--- config.mk ---
export PLATFORM = sky130hd
export DESIGN_NAME = rcb_reference_control_bank
export DESIGN_NICKNAME = d
export VERILOG_FILES = /design/src/design/rcb_pkg.sv /design/src/design/rcb_enable_reg.sv /design/src/design/rcb_reference_control_bank.sv
export SDC_FILE = /design/constraint.sdc
export NUM_CORES = 1
export LEC_CHECK = 0
export ABC_AREA = 0
export BUFFER_PORTS_ARGS = -buffer_cell sky130_fd_sc_hd__buf_2
export CAP_MARGIN = 20
export CORE_UTILIZATION = 40
export DETAILED_ROUTE_END_ITERATION = 6
export GPL_TIMING_DRIVEN = 1
export PLACE_DENSITY = 0.78
export SLEW_MARGIN = 20
export SYNTH_ARGS = -nofsm -noshare
export SYNTH_HDL_FRONTEND = slang
export SYNTH_HIERARCHICAL = 1
export SYNTH_SLANG_ARGS = --single-unit
--- constraint.sdc ---
create_clock -name mclk -period 2.5 [get_ports mclk]
set_input_delay 0.5 -clock mclk [delete_from_list [all_inputs] [get_ports mclk]]
set_output_delay 0.5 -clock mclk [all_outputs]
set_load 0.03 [all_outputs]
--- src/design/rcb_pkg.sv ---
// package: address, field layout, reset value and carriers for the reference control bank
package rcb_pkg;

    // ****************************************
    // register map
    // ****************************************
    localparam logic [7:0] RCB_ADDR_REFERENCE_CONTROL = 8'hD1;
    localparam logic [7:0] RCB_RESET_REFERENCE_CONTROL = 8'h00;
    localparam logic [7:0] RCB_IMPL_MASK = 8'h07;

    // ****************************************
    // field positions
    // ****************************************
    localparam int RCB_BIT_REF_BUFFER_ENABLE = 0;
    localparam int RCB_BIT_ANALOG_BIAS_ENABLE = 1;
    localparam int RCB_BIT_TEMP_SENSOR_ENABLE = 2;

    // ****************************************
    // converter mux
    // ****************************************
    localparam int RCB_MUX_CHANNELS = 9;
    localparam logic [3:0] RCB_TEMP_CHANNEL = 4'h8;

    // ****************************************
    // carriers
    // ****************************************
    typedef struct packed {
        logic wr;
        logic rd;
        logic [7:0] addr;
        logic [7:0] wdata;
    } rcb_sfr_req_t;

    typedef struct packed {
        logic temp_sensor_enable;
        logic analog_bias_enable;
        logic ref_buffer_enable;
    } rcb_enables_t;

    typedef enum logic [1:0] {
        RCB_MODE_OFF = 2'b00,
        RCB_MODE_EXT_REF = 2'b01,
        RCB_MODE_INT_REF = 2'b10,
        RCB_MODE_INVALID = 2'b11
    } rcb_mode_t;

endpackage

--- src/design/rcb_enable_reg.sv ---
// single registered enable level with asynchronous reset
`timescale 1ns/1ns
`default_nettype none

module rcb_enable_reg (
    // clock and reset
    input wire logic mclk,
    input wire logic rst,
    // control
    input wire logic load,
    input wire logic value,
    // output
    output logic level
);

    // ****************************************
    // storage
    // ****************************************
    logic level_q;
    logic level_d;

    // next value: follow on load, else hold
    assign level_d = load ? value : level_q;

    // flop
    always_ff @(posedge mclk or posedge rst) begin
        if (rst) begin
            level_q <= 1'b0;
        end else begin
            level_q <= level_d;
        end
    end

    assign level = level_q;

endmodule

`default_nettype wire

--- src/design/rcb_reference_control_bank.sv ---
// reference control bank: special-function register driving analog enables
`timescale 1ns/1ns
`default_nettype none

module rcb_reference_control_bank #(
    parameter int MUX_CHANNELS = rcb_pkg::RCB_MUX_CHANNELS
) (
    // clock and reset
    input wire logic mclk,
    input wire logic rst,
    // special-function register access
    input wire rcb_pkg::rcb_sfr_req_t sfr_req,
    output logic [7:0] sfr_rdata,
    output logic sfr_hit,
    // converter mux channel in use
    input wire logic [3:0] adc_channel,
    // analog enables
    output rcb_pkg::rcb_enables_t enables,
    output logic ref_buffer_oe_n,
    output logic temp_sensor_oe_n,
    output rcb_pkg::rcb_mode_t ref_mode,
    output logic temp_channel_selected
);

    // ****************************************
    // decode
    // ****************************************
    // one compare function, called once for the read path and once for the write path
    function automatic logic addr_match(input logic [7:0] a);
        addr_match = (a == rcb_pkg::RCB_ADDR_REFERENCE_CONTROL);
    endfunction

    // register write and read strobes
    wire logic wr_hit;
    wire logic rd_hit;
    assign wr_hit = sfr_req.wr && addr_match(sfr_req.addr);
    assign rd_hit = sfr_req.rd && addr_match(sfr_req.addr);

    // ****************************************
    // control bits
    // ****************************************
    // internal levels, one edge ahead of the pins; a write lands in all three at once
    logic buf_en;
    logic bias_en;
    logic temp_en;

    // bit 0: bandgap and buffer
    rcb_enable_reg u_buf (
        .mclk(mclk),
        .rst(rst),
        .load(wr_hit),
        .value(sfr_req.wdata[rcb_pkg::RCB_BIT_REF_BUFFER_ENABLE]),
        .level(buf_en)
    );

    // bit 1: converter bias
    rcb_enable_reg u_bias (
        .mclk(mclk),
        .rst(rst),
        .load(wr_hit),
        .value(sfr_req.wdata[rcb_pkg::RCB_BIT_ANALOG_BIAS_ENABLE]),
        .level(bias_en)
    );

    // bit 2: temperature sensor
    rcb_enable_reg u_temp (
        .mclk(mclk),
        .rst(rst),
        .load(wr_hit),
        .value(sfr_req.wdata[rcb_pkg::RCB_BIT_TEMP_SENSOR_ENABLE]),
        .level(temp_en)
    );

    // ****************************************
    // derived next values
    // ****************************************
    wire logic [7:0] reg_view;
    wire logic [7:0] rdata_d;
    wire rcb_pkg::rcb_mode_t mode_d;
    wire logic [3:0] top_channel;
    wire logic temp_sel_d;
    // upper bits tied off, read as zero
    assign reg_view = {5'h00, temp_en, bias_en, buf_en} & rcb_pkg::RCB_IMPL_MASK;
    assign rdata_d = rd_hit ? reg_view : 8'h00;
    // reference mode as software has set it up: the bandgap needs both bits,
    // an outside reference needs bias alone, buffer without bias is of no use
    assign mode_d = (buf_en && bias_en) ? rcb_pkg::RCB_MODE_INT_REF :
        bias_en ? rcb_pkg::RCB_MODE_EXT_REF :
        buf_en ? rcb_pkg::RCB_MODE_INVALID :
        rcb_pkg::RCB_MODE_OFF;
    // highest mux input carries the sensor
    assign top_channel = 4'(MUX_CHANNELS - 1);
    assign temp_sel_d = (adc_channel == top_channel);

    // ****************************************
    // output flops
    // ****************************************
    // bus response: read data and hit flag stand for one cycle only
    always_ff @(posedge mclk or posedge rst) begin
        if (rst) begin
            sfr_rdata <= 8'h00;
            sfr_hit <= 1'b0;
        end else begin
            sfr_rdata <= rdata_d;
            sfr_hit <= rd_hit | wr_hit;
        end
    end

    // analog side: levels retimed so every pin comes from a flop
    always_ff @(posedge mclk or posedge rst) begin
        if (rst) begin
            enables <= '0;
            ref_buffer_oe_n <= 1'b1;
            temp_sensor_oe_n <= 1'b1;
            ref_mode <= rcb_pkg::RCB_MODE_OFF;
            temp_channel_selected <= 1'b0;
        end else begin
            enables <= {temp_en, bias_en, buf_en};
            ref_buffer_oe_n <= ~buf_en;
            temp_sensor_oe_n <= ~temp_en;
            ref_mode <= mode_d;
            temp_channel_selected <= temp_sel_d;
        end
    end

    // ****************************************
    // checks
    // ****************************************
    // reset leaves every enable off, both analog outputs floating, the bus quiet
    AST_RESET_ZERO: assert property (@(posedge mclk) $fell(rst) |-> enables == '0)
        else $error("enables not zero after reset");
    AST_RESET_OE: assert property (@(posedge mclk)
        $fell(rst) |-> ref_buffer_oe_n && temp_sensor_oe_n
            && ref_mode == rcb_pkg::RCB_MODE_OFF)
        else $error("outputs not idle after reset");
    AST_RESET_READ: assert property (@(posedge mclk)
        $fell(rst) |-> sfr_rdata == 8'h00 && !sfr_hit)
        else $error("bus response not idle after reset");

    // a write shows on the enables two edges on; without one they hold
    AST_WRITE_FOLLOW: assert property (@(posedge mclk) disable iff (rst)
        wr_hit |-> ##2 enables == $past(sfr_req.wdata[2:0], 2))
        else $error("enables did not follow write");
    AST_BUF_HOLD: assert property (@(posedge mclk) disable iff (rst)
        !wr_hit |-> ##2 $stable(enables.ref_buffer_enable))
        else $error("buffer enable changed without write");
    AST_BIAS_HOLD: assert property (@(posedge mclk) disable iff (rst)
        !wr_hit |-> ##2 $stable(enables.analog_bias_enable))
        else $error("bias changed without write");
    AST_TEMP_HOLD: assert property (@(posedge mclk) disable iff (rst)
        !wr_hit |-> ##2 $stable(enables.temp_sensor_enable))
        else $error("sensor enable changed without write");

    // analog outputs float exactly while their enable is clear
    AST_BUF_TRISTATE: assert property (@(posedge mclk) disable iff (rst)
        ref_buffer_oe_n == !enables.ref_buffer_enable)
        else $error("buffer enable and tristate disagree");
    AST_TEMP_TRISTATE: assert property (@(posedge mclk) disable iff (rst)
        temp_sensor_oe_n == !enables.temp_sensor_enable)
        else $error("sensor enable and tristate disagree");

    // bus answers: hit for one cycle, data only after a read of this address
    AST_UPPER_ZERO: assert property (@(posedge mclk) disable iff (rst)
        sfr_rdata[7:3] == 5'h00)
        else $error("unimplemented bits read nonzero");
    AST_READBACK: assert property (@(posedge mclk) disable iff (rst)
        rd_hit |=> sfr_rdata[2:0] == enables)
        else $error("readback mismatch");
    AST_RDATA_IDLE: assert property (@(posedge mclk) disable iff (rst)
        !rd_hit |=> sfr_rdata == 8'h00)
        else $error("read data not zero outside a read");
    AST_HIT: assert property (@(posedge mclk) disable iff (rst)
        (rd_hit || wr_hit) |=> sfr_hit)
        else $error("access not acknowledged");
    AST_NO_HIT: assert property (@(posedge mclk) disable iff (rst)
        !(rd_hit || wr_hit) |=> !sfr_hit)
        else $error("hit without access");
    AST_REFUSED: assert property (@(posedge mclk) disable iff (rst)
        (sfr_req.wr || sfr_req.rd) && sfr_req.addr != rcb_pkg::RCB_ADDR_REFERENCE_CONTROL
            |=> !sfr_hit && sfr_rdata == 8'h00)
        else $error("foreign address answered");

    // sensor channel flag follows the mux selection one edge later
    AST_TEMP_CHANNEL: assert property (@(posedge mclk) disable iff (rst)
        adc_channel == top_channel |=> temp_channel_selected)
        else $error("top channel not flagged as sensor");
    AST_OTHER_CHANNEL: assert property (@(posedge mclk) disable iff (rst)
        adc_channel != top_channel |=> !temp_channel_selected)
        else $error("other channel flagged as sensor");

    // reported mode matches the bit pair that it stands for
    AST_MODE: assert property (@(posedge mclk) disable iff (rst)
        ref_mode == rcb_pkg::RCB_MODE_INT_REF |-> enables[1:0] == 2'b11)
        else $error("mode mismatch");
    AST_MODE_EXT: assert property (@(posedge mclk) disable iff (rst)
        ref_mode == rcb_pkg::RCB_MODE_EXT_REF |-> enables[1:0] == 2'b10)
        else $error("external mode mismatch");
    AST_MODE_OFF: assert property (@(posedge mclk) disable iff (rst)
        ref_mode == rcb_pkg::RCB_MODE_OFF |-> enables[1:0] == 2'b00)
        else $error("off mode mismatch");
    AST_MODE_INVALID: assert property (@(posedge mclk) disable iff (rst)
        ref_mode == rcb_pkg::RCB_MODE_INVALID |-> enables[1:0] == 2'b01)
        else $error("invalid mode mismatch");

    // main scenarios
    COV_INT_REF: cover property (@(posedge mclk) ref_mode == rcb_pkg::RCB_MODE_INT_REF);
    COV_EXT_REF: cover property (@(posedge mclk) ref_mode == rcb_pkg::RCB_MODE_EXT_REF);
    COV_TEMP_ON: cover property (@(posedge mclk) enables.temp_sensor_enable);
    COV_READ: cover property (@(posedge mclk) rd_hit);
    COV_WRITE: cover property (@(posedge mclk) wr_hit);

endmodule

`default_nettype wire

After elaboration in Yosys (flattened, before gate mapping)
Cells that the tools add are included.
{"block": "word_totals", "regBits": 15, "inputBits": 24, "out_inout_bits": 17}
{"block": "classes", "n_eq_ne": 2, "mux": 4, "bitwise": 3, "reduce_logical": 3}
{"op": "8-bit == test (second input constant)", "n": 1}
{"op": "2-bit two-way mux", "n": 3}
{"op": "4-bit == test (second input constant)", "n": 1}
{"op": "1-bit logical AND", "n": 3}
{"op": "3-bit two-way mux", "n": 1}
{"op": "1-bit NOT", "n": 2}
{"op": "1-bit OR", "n": 1}

Logic depth before layout (Yosys ltp)
{"block": "depth", "word_depth": 3, "mapped_depth": 3}

By module
Netlist, hierarchy kept.
{"module": "rcb_reference_control_bank", "instances": 1, "cells_each": 39, "area_each_um2": 469.2, "seq_area_each_um2": 302.8}
{"module": "rcb_enable_reg", "instances": 3, "cells_each": 3, "area_each_um2": 43.8, "seq_area_each_um2": 25.0}

Least setup slack after synthesis
No wires, ideal clock.
{"block": "synth_path", "path_kind": "in2reg", "from": "in sfr_req[11] (netlist name)", "to": "reg u_bias.level_q (netlist: u_bias/level)", "setup_ns": 0.125, "arrival_time_ns": 1.782, "required_time_ns": 2.375, "path_slack_ns": 0.593, "stages": 3, "path_buffers": 0, "cell_sequence": "or4b_4 nor3_1 mux2_4"}
{"block": "synth_between", "elab_chain_cells": 2}
{"item": "start: declaration", "line": "rcb_reference_control_bank.sv:12", "source": "input wire rcb_pkg::rcb_sfr_req_t sfr_req,"}
{"item": "8-bit == test", "line": "rcb_reference_control_bank.sv:30", "source": "addr_match = (a == rcb_pkg::RCB_ADDR_REFERENCE_CONTROL);"}
{"item": "1-bit logical AND", "line": "rcb_reference_control_bank.sv:36", "source": "assign wr_hit = sfr_req.wr && addr_match(sfr_req.addr);"}
{"item": "via wr_hit", "line": "rcb_reference_control_bank.sv:34", "source": "wire logic wr_hit;"}
{"item": "end signal: assignment", "line": "rcb_enable_reg.sv:30", "source": "level_q <= level_d;"}
{"item": "end: declaration", "line": "rcb_enable_reg.sv:19", "source": "logic level_q;"}
The timed path passes the listed nets, and every way through them passes these cells.
A chain may end at the register's enable or synchronous reset.

Final worst setup path
{"block": "layout_path", "from": "in sfr_req[11] (netlist name)", "to": "reg u_buf.level_q (netlist: u_buf/level)"}
{"block": "layout_between", "elab_chain_cells": 2}
{"item": "8-bit == test", "line": "rcb_reference_control_bank.sv:30"}
{"item": "1-bit logical AND", "line": "rcb_reference_control_bank.sv:36"}
{"item": "via wr_hit", "line": "rcb_reference_control_bank.sv:34"}
{"item": "end signal: assignment", "line": "rcb_enable_reg.sv:30"}
{"item": "end: declaration", "line": "rcb_enable_reg.sv:19"}
The timed path passes the listed nets, and every way through them passes these cells.

==> results.md <==
* Net Sw Frac at 25.0%
* Worst endpoint required time at 2670 ps
* Final Cycle Share at 71.3%
* Reg-to-reg slack, setup at 1440 ps
* Comb power frac at 13.4%
* FP Rows at 13
* Setup Fix Bufs, Post-CTS at 0
* Final setup fails at 0
* GRT Total Usage at 12.8%
* Starting DRT DRC Count at 0
* CTS tree: yes
* Num ports at 41
* Reg2reg end: ref_mode[1]$_DFF_PP0_
* Worst EP arrival at 1950 ps
* CP Capture Type: register
* Final ANT Viol Nets at 0
* Synthesized flop and latch total at 15
* Post-DP Area at 747 sq um
* Largest net degree at the start of global routing at 13
* Register area share after synthesis at 62.9%
* Skew-Pair Late Insertion Delay at 270 ps
* Clock Skew at 7.48 ps
* Area contributors post-synth: dfrtp_1 (54%), dfstp_2 (8.8%), mux2_4 (7.5%)
* Chip Width at 40.8 microns
* Layout area overhead at 28.8%
* Grt total ovfl at 0
* Util after Layout at 57.3%
* Routability cong. at 0.656
* Routed wire length at 857 microns
* RR Startpoint: u_buf/level$_DFFE_PP0P_
* Clock Tree Root: clkbuf_4
* DR DRC count at 0
* Core area at 0.00135 sq mm
* Cell Area, Synth at 601 sq um
* Synthesized area per cell at 12.5 sq um
* Final min period at 1780 ps
* Flop pwr share at 57.4%
* Distinct cells, synth at 14
* Clk slew on worst S/H paths at 80 ps
* Die area at 0.00166 sq mm
* Final HPWL from detailed placement at 720 microns
* FF-to-FF path depth at 2
* Sink Count at 15
* Relative slew slack at 62.4%
* RSZ-0062 raised after global routing: no
* Via density at 4.40
* Yosys warns at 6
* Max capacitance violation total at 0
* Fmax at 561 MHz
* DIE HEIGHT at 40.8 microns
* DR WL/cell at 8.93 microns
* Status: finished, final reports clean
* # port buffers at 30
* Resize count post-CTS at 0
* H-tree depth at 1
* Drt pass-1 iters at 1
* Type of origin of the critical path: input pin
* CTS max path bufs at 2
* Min-delay worst type: input pin to async pin
* Leading area contributor after synthesis: dfrtp_1
* Hold_buf cts at 0
* Initial antenna violation count at 0
* Number of global-route vias before repair at 332
* Clock power share at 29.2%
* Cells after Synth at 48
* P_sw at 112 uW
* Cell area power density at 579 mW/mm^2
* Worst-Margin Slew at 560 ps
* Maximum ir drop on the vdd rail at 0.000275 V
* Crit path kind: input pin to register
* Fin. max-slew vios at 0
* Internal at 336 uW
* CTS Buf Count at 3
* Final Hold Viols at 0
* Leakage at 0.453 nW
* Fin nets at 108
* Initial core utilization at 44.5%
* ANT cells at 0
* Via count at 422
* Fraction of layout cells with a size suffix above 1 at 49.4%
* Post-route cell area at 773 sq um
* Sum of negative setup slack at 0 ps
* Post-synth top area share at 54.2%
* Worst-path fanout max at 5
* Global-route wire length before repair at 1280 microns
-- power by group through the flow --
stage | registers, mW | clock network [mW] | logic, mW
final | 0.257 | 0.131 | 0.0599
after global routing | 0.259 | 0.146 | 0.0668
after detailed placement | 0.262 | 0 | 0.0606
after CTS | 0.257 | 0.135 | 0.0607
after floorplan | 0.275 | 0 | 0.0297
after global placement | 0.261 | 0 | 0.0595
-- how the worst max path moves through the flow --
stage           startpoint                        to  slack [ps]
5_1_grt        sfr_req[11]  u_temp/level$_DFFE_PP0P_         680
2_1_floorplan  sfr_req[11]  u_bias/level$_DFFE_PP0P_         590
4_1_cts        sfr_req[11]   u_buf/level$_DFFE_PP0P_         720
3_5_place_dp   sfr_req[11]   u_buf/level$_DFFE_PP0P_         420
6_report       sfr_req[11]   u_buf/level$_DFFE_PP0P_         720
3_3_place_gp   sfr_req[11]   u_buf/level$_DFFE_PP0P_         440
-- stage by stage --
| step | hold WS [ps] | setup WS [ps] | std cells | total power [mW] |
|---|---|---|---|---|
| final | 69.9 | 717 | 96 | 0.448 |
| after global routing | 61.5 | 676 | 96 | 0.472 |
| after CTS | 63.7 | 719 | 96 | 0.454 |
| after detailed placement | 368 | 418 | 92 | 0.323 |
| after global placement | 364 | 436 | 92 | 0.321 |
| after floorplan | 229 | 593 | 52 | 0.305 |
-- cells in the final DEF, fill, tap and decap left out --
cell,count
clkbuf_1,1
nor3_1,5
nor4b_1,1
ha_1,2
inv_1,9
nand4b_1,1
buf_2,30
nor2_1,1
or2_2,1
clkbuf_4,3
dfrtp_1,13
conb_1,5
or4b_4,1
nand2_1,3
mux2_4,3
dfstp_2,2
-- flip-flops by register name (all words and copies together), names as in the netlist --
| signal | cells |
|---|---|
| temp_sensor_oe_n | 1 |
| u_temp/level | 1 |
| sfr_hit | 1 |
| ref_mode | 2 |
| temp_channel_selected | 1 |
| u_buf/level | 1 |
| ref_buffer_oe_n | 1 |
| sfr_rdata | 3 |
| u_bias/level | 1 |
| enables | 3 |
-- Yosys cell counts --
library cell / number
ha_1: 2
buf_4: 5
dfrtp_1: 13
inv_1: 9
or4b_4: 1
nor2_1: 1
nand2_1: 3
mux2_4: 3
conb_1: 1
or2_2: 1
nand4b_1: 1
nor4b_1: 1
nor3_1: 5
dfstp_2: 2
-- critical path, stage by stage --
cell and delay, ps:
buf_2 90, or4b_4 560, nor3_1 460, mux2_4 340
-- cell type report --
class | count | area (sq um)
clock buffers | 4 | 26.3
well taps | 15 | 18.8
inverters | 9 | 33.8
multi-input cells | 23 | 166
flip-flops and latches | 15 | 378
repair buffers | 30 | 150
fillers | 128 | 577
-- layer usage --
metal | vias up | wire length (microns) | global-route usage, %
met5 | - | 0 | 0
met4 | 0 | 18 | 10.0
met3 | 2 | 121 | 4.89
met2 | 34 | 373 | 20.2
met1 | 178 | 343 | 13.5
li1 | 208 | - | -
-- cell families after synthesis --
logic type / synth area share (%)
adder cells (fa/ha/maj): 4.17
buffers and inverters: 11.9
flip-flops: 62.9
multiplexers: 7.50
other: 0.624
AND/OR/NAND/NOR: 12.9
Note: power is estimated with default switching activity, not from simulation.
